===== config.mk =====
export PLATFORM = sky130hd
export DESIGN_NAME = adc_extra_conversion_control
export DESIGN_NICKNAME = d
export VERILOG_FILES = /design/src/core/xconv_pkg.sv /design/src/core/adc_extra_conversion_control.sv /design/src/core/extra_conv_route.sv
export SDC_FILE = /design/constraint.sdc
export NUM_CORES = 1
export LEC_CHECK = 0
export BUFFER_PORTS_ARGS = -buffer_cell sky130_fd_sc_hd__buf_2
export CELL_PAD_IN_SITES_DETAIL_PLACEMENT = 0
export CELL_PAD_IN_SITES_GLOBAL_PLACEMENT = 1
export CORE_MARGIN = 3
export CORE_UTILIZATION = 37
export DETAILED_ROUTE_END_ITERATION = 10
export GPL_TIMING_DRIVEN = 0
export HOLD_SLACK_MARGIN = 0.12
export PLACE_DENSITY_LB_ADDON = 0.1
export SYNTH_ARGS = -nofsm -noshare
export SYNTH_HDL_FRONTEND = slang
export SYNTH_HIERARCHICAL = 1
export SYNTH_SLANG_ARGS = --single-unit

===== constraint.sdc =====
create_clock -name aclk -period 4 [get_ports aclk]
set_clock_uncertainty 0.1 [all_clocks]
set_input_delay 0.8 -clock aclk [delete_from_list [all_inputs] [get_ports aclk]]
set_output_delay 0.8 -clock aclk [all_outputs]
set_load 0.1 [all_outputs]

===== src/core/xconv_pkg.sv =====
// package: register map, field layout, codes and decode functions
// assumes: one 32-bit axi4-lite register space, word aligned
package xconv_pkg;
    // ========================================
    // register map
    localparam int ADDR_W = 12;
    localparam logic [ADDR_W-1:0] CTRL_INDEX = 12'h0B6;
    localparam logic [ADDR_W-1:0] STATUS_INDEX = 12'h0B7;
    localparam logic [ADDR_W-1:0] CTRL_ADDR = 12'h2D8;
    localparam logic [ADDR_W-1:0] STATUS_ADDR = 12'h2DC;
    // ========================================
    // field layout of the control register
    localparam int REF_LSB = 6;
    localparam int DIV_LSB = 4;
    localparam int CH_LSB = 0;
    localparam logic [1:0] REF_RST = 2'h0;
    localparam logic [1:0] DIV_RST = 2'h0;
    localparam logic [3:0] CH_RST = 4'h0;
    // ========================================
    // field layout of the status register
    localparam int ST_BUSY = 0;
    localparam int ST_WAIT = 1;
    localparam int ST_ARMED = 2;
    localparam int ST_LAST_LSB = 4;
    // ========================================
    // codes
    localparam logic [1:0] REF_INTERNAL = 2'h0;
    localparam logic [1:0] REF_INPUT_SEVEN = 2'h1;
    localparam logic [1:0] REF_SUPPLY_PIN = 2'h2;
    localparam logic [1:0] REF_DIFF_SIX_SEVEN = 2'h3;
    localparam logic [3:0] CH_LAST_SINGLE = 4'h7;
    localparam logic [3:0] CH_LAST_DIFF = 4'hB;
    localparam logic [3:0] CH_GND = 4'hC;
    localparam logic [3:0] CH_POS_REF = 4'hD;
    localparam logic [3:0] CH_TEMP = 4'hE;
    localparam logic [3:0] CH_THIRD_SUPPLY = 4'hF;
    localparam logic [1:0] SRC_GND = 2'h0;
    localparam logic [1:0] SRC_POS_REF = 2'h1;
    localparam logic [1:0] SRC_TEMP = 2'h2;
    localparam logic [1:0] SRC_THIRD_SUPPLY = 2'h3;
    localparam logic [1:0] RESP_OKAY = 2'h0;
    localparam logic [1:0] RESP_SLVERR = 2'h2;
    // ========================================
    // decimation rate and resolution per code
    function automatic logic [9:0] decim_rate(input logic [1:0] code);
        case (code)
            2'h0: decim_rate = 10'h040;
            2'h1: decim_rate = 10'h080;
            2'h2: decim_rate = 10'h100;
            default: decim_rate = 10'h200;
        endcase
    endfunction : decim_rate

    function automatic logic [3:0] result_bits(input logic [1:0] code);
        case (code)
            2'h0: result_bits = 4'h7;
            2'h1: result_bits = 4'h9;
            2'h2: result_bits = 4'hA;
            default: result_bits = 4'hC;
        endcase
    endfunction : result_bits
endpackage : xconv_pkg


===== src/core/adc_extra_conversion_control.sv =====
// extra conversion control: axi4-lite register slave plus launch sequencer
// assumes: converter core on aclk reports sequence activity and extra done
`timescale 1ns/1ps
module adc_extra_conversion_control
    import xconv_pkg::*;
(
    input wire logic aclk,
    input wire logic aresetn,
    input wire logic [xconv_pkg::ADDR_W-1:0] s_axi_awaddr,
    input wire logic [2:0] s_axi_awprot,
    input wire logic s_axi_awvalid,
    output logic s_axi_awready,
    input wire logic [31:0] s_axi_wdata,
    input wire logic [3:0] s_axi_wstrb,
    input wire logic s_axi_wvalid,
    output logic s_axi_wready,
    output logic [1:0] s_axi_bresp,
    output logic s_axi_bvalid,
    input wire logic s_axi_bready,
    input wire logic [xconv_pkg::ADDR_W-1:0] s_axi_araddr,
    input wire logic [2:0] s_axi_arprot,
    input wire logic s_axi_arvalid,
    output logic s_axi_arready,
    output logic [31:0] s_axi_rdata,
    output logic [1:0] s_axi_rresp,
    output logic s_axi_rvalid,
    input wire logic s_axi_rready,
    input wire logic seq_running,
    input wire logic conv_done,
    output logic extra_start,
    output logic extra_active,
    output logic [3:0] conv_channel,
    output logic [1:0] conv_ref_sel,
    output logic [1:0] conv_decim_sel,
    output logic [9:0] conv_decim_rate,
    output logic [3:0] conv_result_bits,
    output logic [2:0] conv_pos_input,
    output logic [2:0] conv_neg_input,
    output logic conv_differential,
    output logic conv_internal,
    output logic [1:0] conv_internal_sel
);
    import xconv_pkg::*;

    typedef enum logic [1:0] {st_idle, st_wait_seq, st_convert} state_e;

    // ========================================
    // write channel
    logic aw_held;
    logic w_held;
    logic [ADDR_W-1:0] aw_addr;
    logic [7:0] w_byte;
    logic w_lane0;
    logic aw_take;
    logic w_take;
    logic wr_fire;
    logic next_aw_held;
    logic next_w_held;

    assign aw_take = s_axi_awvalid & s_axi_awready;
    assign w_take = s_axi_wvalid & s_axi_wready;
    // one write at a time: fire only once the previous response is gone
    assign wr_fire = aw_held & w_held & ~s_axi_bvalid;
    assign next_aw_held = (aw_held & ~wr_fire) | aw_take;
    assign next_w_held = (w_held & ~wr_fire) | w_take;

    always_ff @(posedge aclk) begin
        if (!aresetn) begin
            aw_held <= 1'b0;
            w_held <= 1'b0;
            s_axi_awready <= 1'b0;
            s_axi_wready <= 1'b0;
        end else begin
            aw_held <= next_aw_held;
            w_held <= next_w_held;
            s_axi_awready <= ~next_aw_held;
            s_axi_wready <= ~next_w_held;
        end
    end

    always_ff @(posedge aclk) begin
        if (!aresetn) begin
            aw_addr <= '0;
            w_byte <= 8'h00;
            w_lane0 <= 1'b0;
        end else begin
            if (aw_take) begin
                aw_addr <= s_axi_awaddr;
            end
            if (w_take) begin
                w_byte <= s_axi_wdata[7:0];
                w_lane0 <= s_axi_wstrb[0];
            end
        end
    end

    always_ff @(posedge aclk) begin
        if (!aresetn) begin
            s_axi_bvalid <= 1'b0;
            s_axi_bresp <= RESP_OKAY;
        end else if (wr_fire) begin
            s_axi_bvalid <= 1'b1;
            // status is read-only, so a write there is refused too
            s_axi_bresp <= (aw_addr == CTRL_ADDR) ? RESP_OKAY : RESP_SLVERR;
        end else if (s_axi_bready) begin
            s_axi_bvalid <= 1'b0;
        end
    end

    // ========================================
    // control register
    logic [1:0] ref_sel;
    logic [1:0] decim_sel;
    logic [3:0] chan_sel;
    logic ctrl_write;
    logic ch_write;
    logic [1:0] next_ref_sel;
    logic [1:0] next_decim_sel;
    logic [3:0] next_chan_sel;
    state_e state;
    logic armed;
    logic launch;

    // only byte lane 0 carries the 8-bit register
    assign ctrl_write = wr_fire & w_lane0 & (aw_addr == CTRL_ADDR);
    // every accepted control write of lane 0 writes the channel field as well
    assign ch_write = ctrl_write;

    always_comb begin
        next_ref_sel = ref_sel;
        next_decim_sel = decim_sel;
        next_chan_sel = chan_sel;
        if (ctrl_write) begin
            next_ref_sel = w_byte[REF_LSB +: 2];
            next_decim_sel = w_byte[DIV_LSB +: 2];
            next_chan_sel = w_byte[CH_LSB +: 4];
        end else if (state == st_convert && conv_done && !armed) begin
            // write in the done cycle wins; a queued rewrite keeps its channel
            next_chan_sel = CH_RST;
        end
    end

    always_ff @(posedge aclk) begin
        if (!aresetn) begin
            ref_sel <= REF_RST;
            decim_sel <= DIV_RST;
            chan_sel <= CH_RST;
        end else begin
            ref_sel <= next_ref_sel;
            decim_sel <= next_decim_sel;
            chan_sel <= next_chan_sel;
        end
    end

    // ========================================
    // launch sequencer
    state_e next_state;
    logic [3:0] last_channel;

    always_comb begin
        next_state = state;
        launch = 1'b0;
        case (state)
            st_idle: begin
                if (ch_write || armed) begin
                    if (seq_running) begin
                        next_state = st_wait_seq;
                    end else begin
                        launch = 1'b1;
                        next_state = st_convert;
                    end
                end
            end
            st_wait_seq: begin
                // sequence has ended once running drops
                if (!seq_running) begin
                    launch = 1'b1;
                    next_state = st_convert;
                end
            end
            st_convert: begin
                if (conv_done) begin
                    next_state = st_idle;
                end
            end
            default: next_state = st_idle;
        endcase
    end

    always_ff @(posedge aclk) begin
        if (!aresetn) begin
            state <= st_idle;
        end else begin
            state <= next_state;
        end
    end

    // a rewrite during a conversion queues one more conversion
    always_ff @(posedge aclk) begin
        if (!aresetn) begin
            armed <= 1'b0;
        end else if (ch_write && state == st_convert) begin
            armed <= 1'b1;
        end else if (state == st_idle) begin
            armed <= 1'b0;
        end
    end

    always_ff @(posedge aclk) begin
        if (!aresetn) begin
            last_channel <= CH_RST;
        end else if (state == st_convert && conv_done) begin
            last_channel <= conv_channel;
        end
    end

    // ========================================
    // converter outputs, latched at launch so later writes do not disturb
    logic [2:0] route_pos;
    logic [2:0] route_neg;
    logic route_diff;
    logic route_internal;
    logic [1:0] route_internal_sel;

    extra_conv_route u_route (
        .channel(next_chan_sel),
        .pos_input(route_pos),
        .neg_input(route_neg),
        .differential(route_diff),
        .internal(route_internal),
        .internal_sel(route_internal_sel)
    );

    always_ff @(posedge aclk) begin
        if (!aresetn) begin
            extra_start <= 1'b0;
            extra_active <= 1'b0;
        end else begin
            extra_start <= launch;
            extra_active <= (next_state == st_convert);
        end
    end

    always_ff @(posedge aclk) begin
        if (!aresetn) begin
            conv_channel <= CH_RST;
            conv_ref_sel <= REF_RST;
            conv_decim_sel <= DIV_RST;
            conv_decim_rate <= decim_rate(DIV_RST);
            conv_result_bits <= result_bits(DIV_RST);
            conv_pos_input <= 3'h0;
            conv_neg_input <= 3'h0;
            conv_differential <= 1'b0;
            conv_internal <= 1'b0;
            conv_internal_sel <= SRC_GND;
        end else if (launch) begin
            conv_channel <= next_chan_sel;
            conv_ref_sel <= next_ref_sel;
            conv_decim_sel <= next_decim_sel;
            conv_decim_rate <= decim_rate(next_decim_sel);
            conv_result_bits <= result_bits(next_decim_sel);
            conv_pos_input <= route_pos;
            conv_neg_input <= route_neg;
            conv_differential <= route_diff;
            conv_internal <= route_internal;
            conv_internal_sel <= route_internal_sel;
        end
    end

    // ========================================
    // read channel
    logic ar_take;
    logic next_rvalid;
    logic [7:0] ctrl_view;
    logic [7:0] status_view;

    assign ar_take = s_axi_arvalid & s_axi_arready;
    assign next_rvalid = (s_axi_rvalid & ~s_axi_rready) | ar_take;
    assign ctrl_view = {ref_sel, decim_sel, chan_sel};

    always_comb begin
        status_view = 8'h00;
        status_view[ST_BUSY] = (state == st_convert);
        status_view[ST_WAIT] = (state == st_wait_seq);
        status_view[ST_ARMED] = armed;
        status_view[ST_LAST_LSB +: 4] = last_channel;
    end

    always_ff @(posedge aclk) begin
        if (!aresetn) begin
            s_axi_arready <= 1'b0;
            s_axi_rvalid <= 1'b0;
        end else begin
            s_axi_arready <= ~next_rvalid;
            s_axi_rvalid <= next_rvalid;
        end
    end

    always_ff @(posedge aclk) begin
        if (!aresetn) begin
            s_axi_rdata <= 32'h0000_0000;
            s_axi_rresp <= RESP_OKAY;
        end else if (ar_take) begin
            case (s_axi_araddr)
                CTRL_ADDR: begin
                    s_axi_rdata <= {24'h00_0000, ctrl_view};
                    s_axi_rresp <= RESP_OKAY;
                end
                STATUS_ADDR: begin
                    s_axi_rdata <= {24'h00_0000, status_view};
                    s_axi_rresp <= RESP_OKAY;
                end
                default: begin
                    s_axi_rdata <= 32'h0000_0000;
                    s_axi_rresp <= RESP_SLVERR;
                end
            endcase
        end
    end
endmodule : adc_extra_conversion_control


===== src/core/extra_conv_route.sv =====
// leaf: turns a channel code into converter input routing
// assumes: purely combinational, caller registers the outputs
`timescale 1ns/1ps
module extra_conv_route
    import xconv_pkg::*;
(
    input wire logic [3:0] channel,
    output logic [2:0] pos_input,
    output logic [2:0] neg_input,
    output logic differential,
    output logic internal,
    output logic [1:0] internal_sel
);
    always_comb begin
        pos_input = 3'h0;
        neg_input = 3'h0;
        differential = 1'b0;
        internal = 1'b0;
        internal_sel = SRC_GND;
        if (channel <= CH_LAST_SINGLE) begin
            // single-ended inputs zero to seven
            pos_input = channel[2:0];
        end else if (channel <= CH_LAST_DIFF) begin
            // pairs 0-1, 2-3, 4-5, 6-7
            differential = 1'b1;
            pos_input = {channel[1:0], 1'b0};
            neg_input = {channel[1:0], 1'b1};
        end else begin
            internal = 1'b1;
            case (channel)
                CH_GND: internal_sel = SRC_GND;
                CH_POS_REF: internal_sel = SRC_POS_REF;
                CH_TEMP: internal_sel = SRC_TEMP;
                default: internal_sel = SRC_THIRD_SUPPLY;
            endcase
        end
    end
endmodule : extra_conv_route


==> results.py, run 1 <==
metrics = {
    "cells_and_area": {
        "diodes": 0,
        "drive_gt1_share_pct": 27.2,
        "final_nets": 604,
        "final_cell_mix": "82 x buf_2, 81 x dfxtp_1, 75 x nand2_1",
        "utilization_pct": 48.4,
        "area_growth_pct": 26.0,
        "final_common_cell": "buf_2",
    },
    "synth": {
        "synthFlopType": "dfxtp_1",
        "ys_types": 43,
        "syn_area_um2": 3580,
        "async_reset_ff_share_pct": 0,
        "avgSynthCellArea_um2": 8.96,
        "postSynthCellCount": 400,
        "synth-seq-cells": 81,
        "synth_warnings": 6,
        "synth-seq-area-share_pct": 45.3,
        "synth_edf_count": 0,
    },
    "routing": {
        "detail-route-antenna-nets": 0,
        "wl_mm": 8.39,
        "vias": 2984,
        "first_pass_iters": 5,
        "viasPerCell": 4.53,
        "drt-initial-drc-count": 110,
        "wire_per_inst_um": 12.7,
        "drc": 0,
    },
    "grt": {
        "grt_first_pass_wirelength_mm": 13.5,
        "grt_max_degree": 14,
        "grtUsageTotal_pct": 15.2,
        "overflow": 0,
        "antenna_found_initial": 0,
        "first_global_vias": 2709,
    },
    "timing": {
        "tightest_slew_ps": 1140,
        "fin_crit_ps": 2900,
        "period_share_pct": 72.6,
        "fmax_ghz": 0.344,
        "slew_viol_final": 0,
        "tns_ps": 0,
        "finalSetupViolations": 0,
        "relSlewSlack_pct": 23.1,
        "rsz0062_at_grt": "false",
        "hold_viol_final": 0,
    },
    "cts": {
        "cts.path.max_buffers": 2,
        "worst_setup_hold_path_clk_slew_ps": 80,
        "clk_latency_ps": 340,
        "ctsResizeCount": 0,
        "cts-root-buf": "clkbuf_8",
        "holdBufCountCts": 0,
        "cts_made_buffers": 9,
        "h-tree-depth": 3,
        "post-cts-setup-buffers": 0,
        "cts.sinks": 81,
        "cts_tree": "yes",
    },
    "floorplan": {
        "ios": 150,
        "initial_core_util_pct": 38.4,
        "die_w_um": 104,
        "die_h_um": 104,
        "die_area_um2": 10900,
        "rows": 35,
        "core_area_um2": 9330,
    },
    "critical_path": {
        "required_ps": 4100,
        "arrival_ps": 3010,
        "crit_fanout": 10,
        "start_kind": "register",
        "cp-end-kind": "register",
        "worst-setup-path-type": "register to register",
    },
    "run_status": {
        "status": "finished, final reports clean",
    },
    "placement": {
        "numPortBuffers": 82,
        "gp_congestion": 0.759,
        "place_hpwl_mm": 6.42,
    },
    "power_and_ir_drop": {
        "power_frac_comb_pct": 15.0,
        "swShare_pct": 28.4,
        "p_sw_mw": 0.520,
        "p_leak_nw": 2.14,
        "pwr-share-clk_pct": 39.6,
        "p_per_area_nw_per_um2": 405,
        "fin_total_pwr_mw": 1.83,
        "intPower_mw": 1.31,
        "pwr-share-seq_pct": 45.4,
        "peakVddDrop_mv": 0.156,
    },
    "hold_path": {
        "holdCritPathClass": "register to register",
    },
    "flow_run": {
        "drv_cap": 0,
    },
}
==> stage by stage <==
stage	hold slack [ps]	instances	cell area [µm²]	worst slack, ps
6_report	352	658	4510	1100
5_1_grt	375	658	4510	926
4_1_cts	355	658	4510	1090
3_5_place_dp	343	642	4270	1110
3_3_place_gp	339	642	4270	1110
2_1_floorplan	331	431	3700	1280
==> metal layers <==
layer | GRT usage [%] | up-vias | routed length, µm | share of wire (%)
met5 | 0 | - | 0 | 0
met4 | 4.56 | 0 | 90 | 1.1
met3 | 3.97 | 8 | 465 | 5.5
met2 | 22.0 | 83 | 3540 | 42
met1 | 21.9 | 1343 | 4290 | 51
li1 | - | 1550 | - | -
==> worst max-delay path, cell delays in order (launching register included) <==
cell,delay (ps)
dfxtp_1,320
or4b_1,590
or4_1,540
buf_6,180
buf_6,150
mux2i_2,300
inv_1,110
ha_1,280
o211ai_1,90
o211ai_1,110
==> synthesized netlist by cell type (all sizes together), types with 7 or more instances <==
cell type  count  area share [%]
nor2          26             2.7
nand2         75             7.9
dfxtp         81              45
mux2i         31             8.9
inv           16             1.7
clkbuf        14             1.5
a21oi         28             4.2
nand4          7             1.2
o211ai        12             2.7
a2bb2oi        8             2.0
buf           40             8.5
==> power by group through the flow <==
stage               clock network, mW  logic (mW)  registers, mW
detailed placement                  0       0.274          0.850
global route                    0.786       0.290          0.833
floorplan                           0       0.202          0.880
global placement                    0       0.273          0.849
CTS                             0.745       0.275          0.831
finish                          0.725       0.275          0.831
==> sequential cells by signal, indices dropped and copies added, names as in the netlist, 2 cells and up <==
register and cells:
chan_sel 4, s_axi_rdata 8, w_byte 8, conv_neg_input 3, conv_internal_sel 2, state 2, decim_sel 2, last_channel 4
aw_addr 12, conv_channel 4, conv_decim_rate 4, conv_pos_input 3, conv_decim_sel 2, conv_ref_sel 2, ref_sel 2, conv_result_bits 4
==> final cells by class <==
type	count	area, µm²
plain buffers	54	357
clock buffers	11	141
clock inverters	5	103
fillers	953	4810
inverters	16	60.1
multi-input cells	280	1660
flip-flops and latches	81	1620
well taps	129	161
repair buffers	82	410
==> cell families (layout without fill, tap and decap cells) <==
logic type | Yosys count | after routing | synth area share [%]
adder cells (fa/ha/maj) | 5 | 5 | 1.75
flip-flops | 81 | 81 | 45.3
multiplexers | 31 | 31 | 8.87
buffers and inverters | 70 | 168 | 11.6
AO/OA/AOI/OAI | 64 | 64 | 12.7
other | 1 | 32 | 0.105
AND/OR/NAND/NOR | 148 | 148 | 19.7
==> final timing paths <==
path | start | end | slack (ps) | cells past startpoint
hold reg to reg | aw_addr[3]$_SDFFE_PN0P_ | aw_addr[3]$_SDFFE_PN0P_ | 350 | 2
setup reg to reg | aw_addr[0]$_SDFFE_PN0P_ | conv_result_bits[2]$_SDFFE_PN1P_ | 1100 | 9
hold / removal | aw_addr[3]$_SDFFE_PN0P_ | aw_addr[3]$_SDFFE_PN0P_ | 350 | 2
setup / recovery | aw_addr[0]$_SDFFE_PN0P_ | conv_result_bits[2]$_SDFFE_PN1P_ | 1100 | 9
Power figures use the tool's default switching activity.
==> inputs of run 2 (changes only) <==
--- a/config.mk
+++ b/config.mk
@@ -9,7 +9,7 @@
 export CELL_PAD_IN_SITES_DETAIL_PLACEMENT = 0
 export CELL_PAD_IN_SITES_GLOBAL_PLACEMENT = 1
 export CORE_MARGIN = 3
-export CORE_UTILIZATION = 37
+export CORE_UTILIZATION = 34
 export DETAILED_ROUTE_END_ITERATION = 10
 export GPL_TIMING_DRIVEN = 0
 export HOLD_SLACK_MARGIN = 0.12
==> constraint.sdc (replaced) <==
create_clock -name aclk -period 2.9 [get_ports aclk]
set_clock_uncertainty 0.1 [all_clocks]
set_input_delay 0.58 -clock aclk [delete_from_list [all_inputs] [get_ports aclk]]
set_output_delay 0.58 -clock aclk [all_outputs]
set_load 0.1 [all_outputs]
==> results.py, run 2 (synthesized netlist as in run 1, its figures left out) <==
metrics = {
    "routing": {
        "vias": 3002,
        "wl_mm": 8.69,
        "detail-route-antenna-nets": 0,
        "drc": 0,
        "viasPerCell": 4.53,
        "first_pass_iters": 4,
        "wire_per_inst_um": 13.1,
        "drt-initial-drc-count": 111,
    },
    "cells_and_area": {
        "largest_registers": "aw_addr x12, s_axi_rdata x8, w_byte x8",
        "final_nets": 605,
        "multi_input_area_um2": 1700,
        "area_growth_pct": 26.8,
        "diodes": 0,
        "largest_reg_flops": 12,
        "final_cell_mix": "82 x buf_2, 81 x dfxtp_1, 75 x nand2_1",
        "fill_cells": 1071,
        "drive_gt1_share_pct": 28.1,
        "regMostFlops": "aw_addr",
        "final_common_cell": "buf_2",
        "seqCellArea_um2": 1620,
    },
    "critical_path": {
        "crit_path_end": "conv_pos_input[1]$_SDFFE_PN0P_",
        "worst-setup-path-type": "register to register",
        "crit_chain": "or4b_4 > or4_1 > buf_6 > mux2i_1 > inv_1 > and3b_1 > a21o_1 > nand2_1 > mux2i_1",
        "arrival_ps": 2940,
        "r2r_slack_ps": 110,
        "cp-end-kind": "register",
        "worst_path_max_delay_cell": "or4b_4",
        "startpoint": "aw_addr[8]$_SDFFE_PN0P_",
        "regToRegEndpoint": "conv_pos_input[1]$_SDFFE_PN0P_",
        "max_stage_delay_ps": 550,
        "ff2ff_path_depth": 9,
        "r2r_start": "aw_addr[8]$_SDFFE_PN0P_",
        "crit_fanout": 10,
        "cp_common_cell": "mux2i_1",
        "start_kind": "register",
        "required_ps": 3050,
    },
    "timing": {
        "fmax_ghz": 0.358,
        "hold_viol_final": 0,
        "tns_ps": 0,
        "rsz0062_at_grt": "false",
        "period_share_pct": 96.3,
        "relSlewSlack_pct": 49.5,
        "finalSetupViolations": 0,
        "fin_crit_ps": 2790,
        "tightest_slew_ps": 751,
        "slew_viol_final": 0,
    },
    "grt": {
        "grt_max_degree": 14,
        "overflow": 0,
        "antenna_found_initial": 0,
        "first_global_vias": 2754,
        "grtUsageTotal_pct": 14.9,
        "grt_first_pass_wirelength_mm": 13.7,
    },
    "cts": {
        "cts.sinks": 81,
        "h-tree-depth": 3,
        "cts-root-buf": "clkbuf_8",
        "cts.path.max_buffers": 2,
        "holdBufCountCts": 0,
        "clk_latency_ps": 350,
        "worst_setup_hold_path_clk_slew_ps": 80,
        "cts_made_buffers": 9,
        "cts_tree": "yes",
    },
    "floorplan": {
        "rows": 36,
        "ios": 150,
        "die_h_um": 109,
        "die_w_um": 109,
        "initial_core_util_pct": 35.8,
        "die_area_um2": 11800,
        "core_area_um2": 10000,
    },
    "run_status": {
        "status": "finished, final reports clean",
    },
    "power_and_ir_drop": {
        "p_leak_nw": 2.13,
        "p_per_area_nw_per_um2": 540,
        "fin_total_pwr_mw": 2.45,
        "peakVddDrop_mv": 0.263,
    },
    "placement": {
        "place_hpwl_mm": 6.65,
        "numPortBuffers": 82,
        "gp_congestion": 0.757,
    },
    "hold_path": {
        "holdCritPathClass": "register to register",
    },
    "flow_run": {
        "drv_cap": 0,
    },
}
==> run 2: cell types whose count changed in the layout (fill, tap and decap cells not counted), sizes merged <==
| cell | delta |
|---|---|
| buf | +1 |
| bufinv | -1 |
| clkbuf | +1 |
==> run 2: routing by layer <==
metal | vias up | part of all wire (%) | global-route usage [%]
li1 | 1548 | - | -
met3 | 10 | 5.1 | 3.55
met5 | - | 0 | 0
met2 | 75 | 49 | 25.2
met4 | 0 | 1.3 | 4.87
met1 | 1369 | 44 | 18.7
==> run 2: where the power goes <==
group          leakage [nW]  internal, mW  switching (mW)
sequential            0.656          1.13          0.0138
clock                 0.107         0.511           0.414
combinational          1.36        0.0790           0.301
==> run 2: what timing repair did <==
item / in CTS / in global routing
endpoints found under the setup margin: 1 / 10
setup buffers: 0 / 1
resized for setup: 1 / 6
pin swaps: 0 / 0
==> run 2: worst min-delay path by stage <==
stage	start	to	slack, ps	cells past startpoint
4_1_cts	s_axi_awaddr[10]	aw_addr[10]$_SDFFE_PN0P_	340	3
5_1_grt	s_axi_wdata[2]	w_byte[2]$_SDFFE_PN0P_	340	3
3_3_place_gp	conv_neg_input[0]$_SDFFE_PN0P_	conv_neg_input[0]$_SDFFE_PN0P_	340	2
2_1_floorplan	aw_addr[5]$_SDFFE_PN0P_	aw_addr[5]$_SDFFE_PN0P_	330	2
6_report	aw_addr[9]$_SDFFE_PN0P_	aw_addr[9]$_SDFFE_PN0P_	350	2
3_5_place_dp	aw_addr[9]$_SDFFE_PN0P_	aw_addr[9]$_SDFFE_PN0P_	340	2
==> run 2: critical path, delay by kind of cell, from the launching register on <==
| kind | cells | cell delay, ps |
|---|---|---|
| simple gates | 4 | 1370 |
| mux | 2 | 440 |
| flops | 1 | 320 |
| buf+inv | 2 | 310 |
| compound gates | 1 | 160 |
==> run 2: layout make-up <==
class / count / area share [%]
Buffer: 54 / 7.85
Clock inverter: 4 / 1.68
Clock buffer: 12 / 3.19
Timing Repair Buffer: 83 / 9.20
Sequential cell: 81 / 35.7
Inverter: 16 / 1.32
Tap cell: 133 / 3.66
Multi-Input combinational cell: 280 / 37.4
==> run 2: metrics by stage <==
stage	instance area, µm²	setup WS, ps	utilization (%)	hold WS, ps	std cells
final	4540	107	45.4	352	663
after global routing	4540	21.1	45.4	342	663
after CTS	4510	44.9	45.1	341	662
after detailed placement	4280	-22.9	42.8	343	646
after global placement	4280	-7.34	42.8	339	646
after floorplan	3700	182	-	331	431
==> inputs of run 3 (changes only) <==
--- a/config.mk
+++ b/config.mk
@@ -5,7 +5,7 @@
 export SDC_FILE = /design/constraint.sdc
 export NUM_CORES = 1
 export LEC_CHECK = 0
-export BUFFER_PORTS_ARGS = -buffer_cell sky130_fd_sc_hd__buf_2
+export BUFFER_PORTS_ARGS = -buffer_cell sky130_fd_sc_hd__clkbuf_2
 export CELL_PAD_IN_SITES_DETAIL_PLACEMENT = 0
 export CELL_PAD_IN_SITES_GLOBAL_PLACEMENT = 1
 export CORE_MARGIN = 3
==> results.py, run 3 (synthesized netlist as in run 1, its figures left out) <==
metrics = {
    "routing": {
        "drt-initial-drc-count": 104,
        "drc": 0,
        "vias": 2973,
        "met1Wirelength_mm": 3.84,
        "dr_wl_met3_um": 402,
        "met2_length_mm": 4.33,
        "viasPerCell": 4.48,
        "first_pass_iters": 4,
        "top_layer": "met4",
        "detail-route-antenna-nets": 0,
        "wire_per_inst_um": 13.1,
        "wl_mm": 8.67,
    },
    "cells_and_area": {
        "utilization_pct": 45.0,
        "final_area_um2": 4500,
        "drive_gt1_share_pct": 28.1,
        "seqCellArea_um2": 1620,
        "final_cell_mix": "82 x clkbuf_2, 81 x dfxtp_1, 75 x nand2_1",
        "multi_input_area_um2": 1710,
        "largest_reg_flops": 12,
        "final_common_cell": "clkbuf_2",
        "final_nets": 605,
        "fill_cells": 1086,
        "regMostFlops": "aw_addr",
        "largest_registers": "aw_addr x12, s_axi_rdata x8, w_byte x8",
        "diodes": 0,
        "area_growth_pct": 25.7,
    },
    "floorplan": {
        "die_area_um2": 11800,
        "die_w_um": 109,
        "core_area_um2": 10000,
        "die_h_um": 109,
        "ios": 150,
        "rows": 36,
        "initial_core_util_pct": 35.8,
    },
    "grt": {
        "antenna_found_initial": 0,
        "overflow": 0,
        "grtUsageTotal_pct": 15.1,
        "first_global_vias": 2865,
        "grt_first_pass_wirelength_mm": 13.9,
        "grt_max_degree": 14,
    },
    "timing": {
        "hold_viol_final": 0,
        "relSlewSlack_pct": 52.4,
        "fmax_ghz": 0.360,
        "finalSetupViolations": 0,
        "fin_crit_ps": 2780,
        "tns_ps": 0,
        "slew_viol_final": 0,
        "tightest_slew_ps": 708,
        "period_share_pct": 95.9,
        "rsz0062_at_grt": "false",
    },
    "power_and_ir_drop": {
        "peakVddDrop_mv": 0.236,
        "fin_total_pwr_mw": 2.27,
        "p_leak_nw": 2.08,
        "p_per_area_nw_per_um2": 504,
    },
    "cts": {
        "cts_made_buffers": 9,
        "cts-root-buf": "clkbuf_8",
        "worst_setup_hold_path_clk_slew_ps": 80,
        "clk_latency_ps": 350,
        "holdBufCountCts": 0,
        "cts.sinks": 81,
        "h-tree-depth": 3,
        "cts.path.max_buffers": 2,
        "cts_tree": "yes",
    },
    "critical_path": {
        "crit_fanout": 10,
        "worst-setup-path-type": "register to register",
        "start_kind": "register",
        "required_ps": 3040,
        "cp-end-kind": "register",
        "arrival_ps": 2930,
    },
    "flow_run": {
        "drv_cap": 0,
    },
    "placement": {
        "place_hpwl_mm": 6.64,
        "placed_cell_area_um2": 4280,
        "numPortBuffers": 82,
        "gp_congestion": 0.758,
    },
    "run_status": {
        "status": "finished, final reports clean",
    },
    "hold_path": {
        "holdCritPathClass": "input pin to register",
    },
}
run 3: critical path, cell delays in order, from the launching register on:
cell and delay [ps]:
dfxtp_1 320, or4b_4 550, or4_1 550, buf_6 180
mux2i_2 300, inv_1 180, and3b_1 210, a21o_1 160
nand2_1 60, mux2i_1 70
run 3: metrics by stage:
stage                     hold slack (ps)  worst slack (ps)  instances
after floorplan                       331               182        431
after global placement                340             -6.49        646
after detailed placement              343             -1.81        646
after CTS                             326              2.63        662
after global routing                  329              4.03        663
final                                 338               119        663
run 3: final timing paths:
check / depth (start not counted) / slack, ps / startpoint / to
max reg2reg: 9 / 120 / aw_addr[8]$_SDFFE_PN0P_ / conv_pos_input[1]$_SDFFE_PN0P_
min reg2reg: 2 / 350 / aw_addr[9]$_SDFFE_PN0P_ / aw_addr[9]$_SDFFE_PN0P_
min: 3 / 340 / s_axi_awaddr[9] / aw_addr[9]$_SDFFE_PN0P_
max: 9 / 120 / aw_addr[8]$_SDFFE_PN0P_ / conv_pos_input[1]$_SDFFE_PN0P_
run 3: power breakdown:
group / internal [mW] / switching (mW)
combinational: 0.0789 / 0.301
sequential: 1.13 / 0.0136
clock: 0.335 / 0.407
total: 1.55 / 0.721
run 3: layout make-up:
cell class              instances  area share (%)
plain buffers                  54            7.92
clock buffers                  12            3.22
clock inverters                 4           0.639
inverters                      16            1.33
multi-input cells             280            37.9
flip-flops and latches         81            36.0
well taps                     133            3.69
repair buffers                 83            9.28
run 3: routing by layer:
metal	track usage, %	up-vias
met1	18.3	1349
met4	4.33	0
met3	3.55	7
met2	26.6	65
met5	0	-
li1	-	1552
run 3: timing repair:
item / 4_1_cts / 5_1_grt
endpoints found under the setup margin: 1 / 12
buffers inserted: 0 / 1
gates resized for setup: 1 / 7
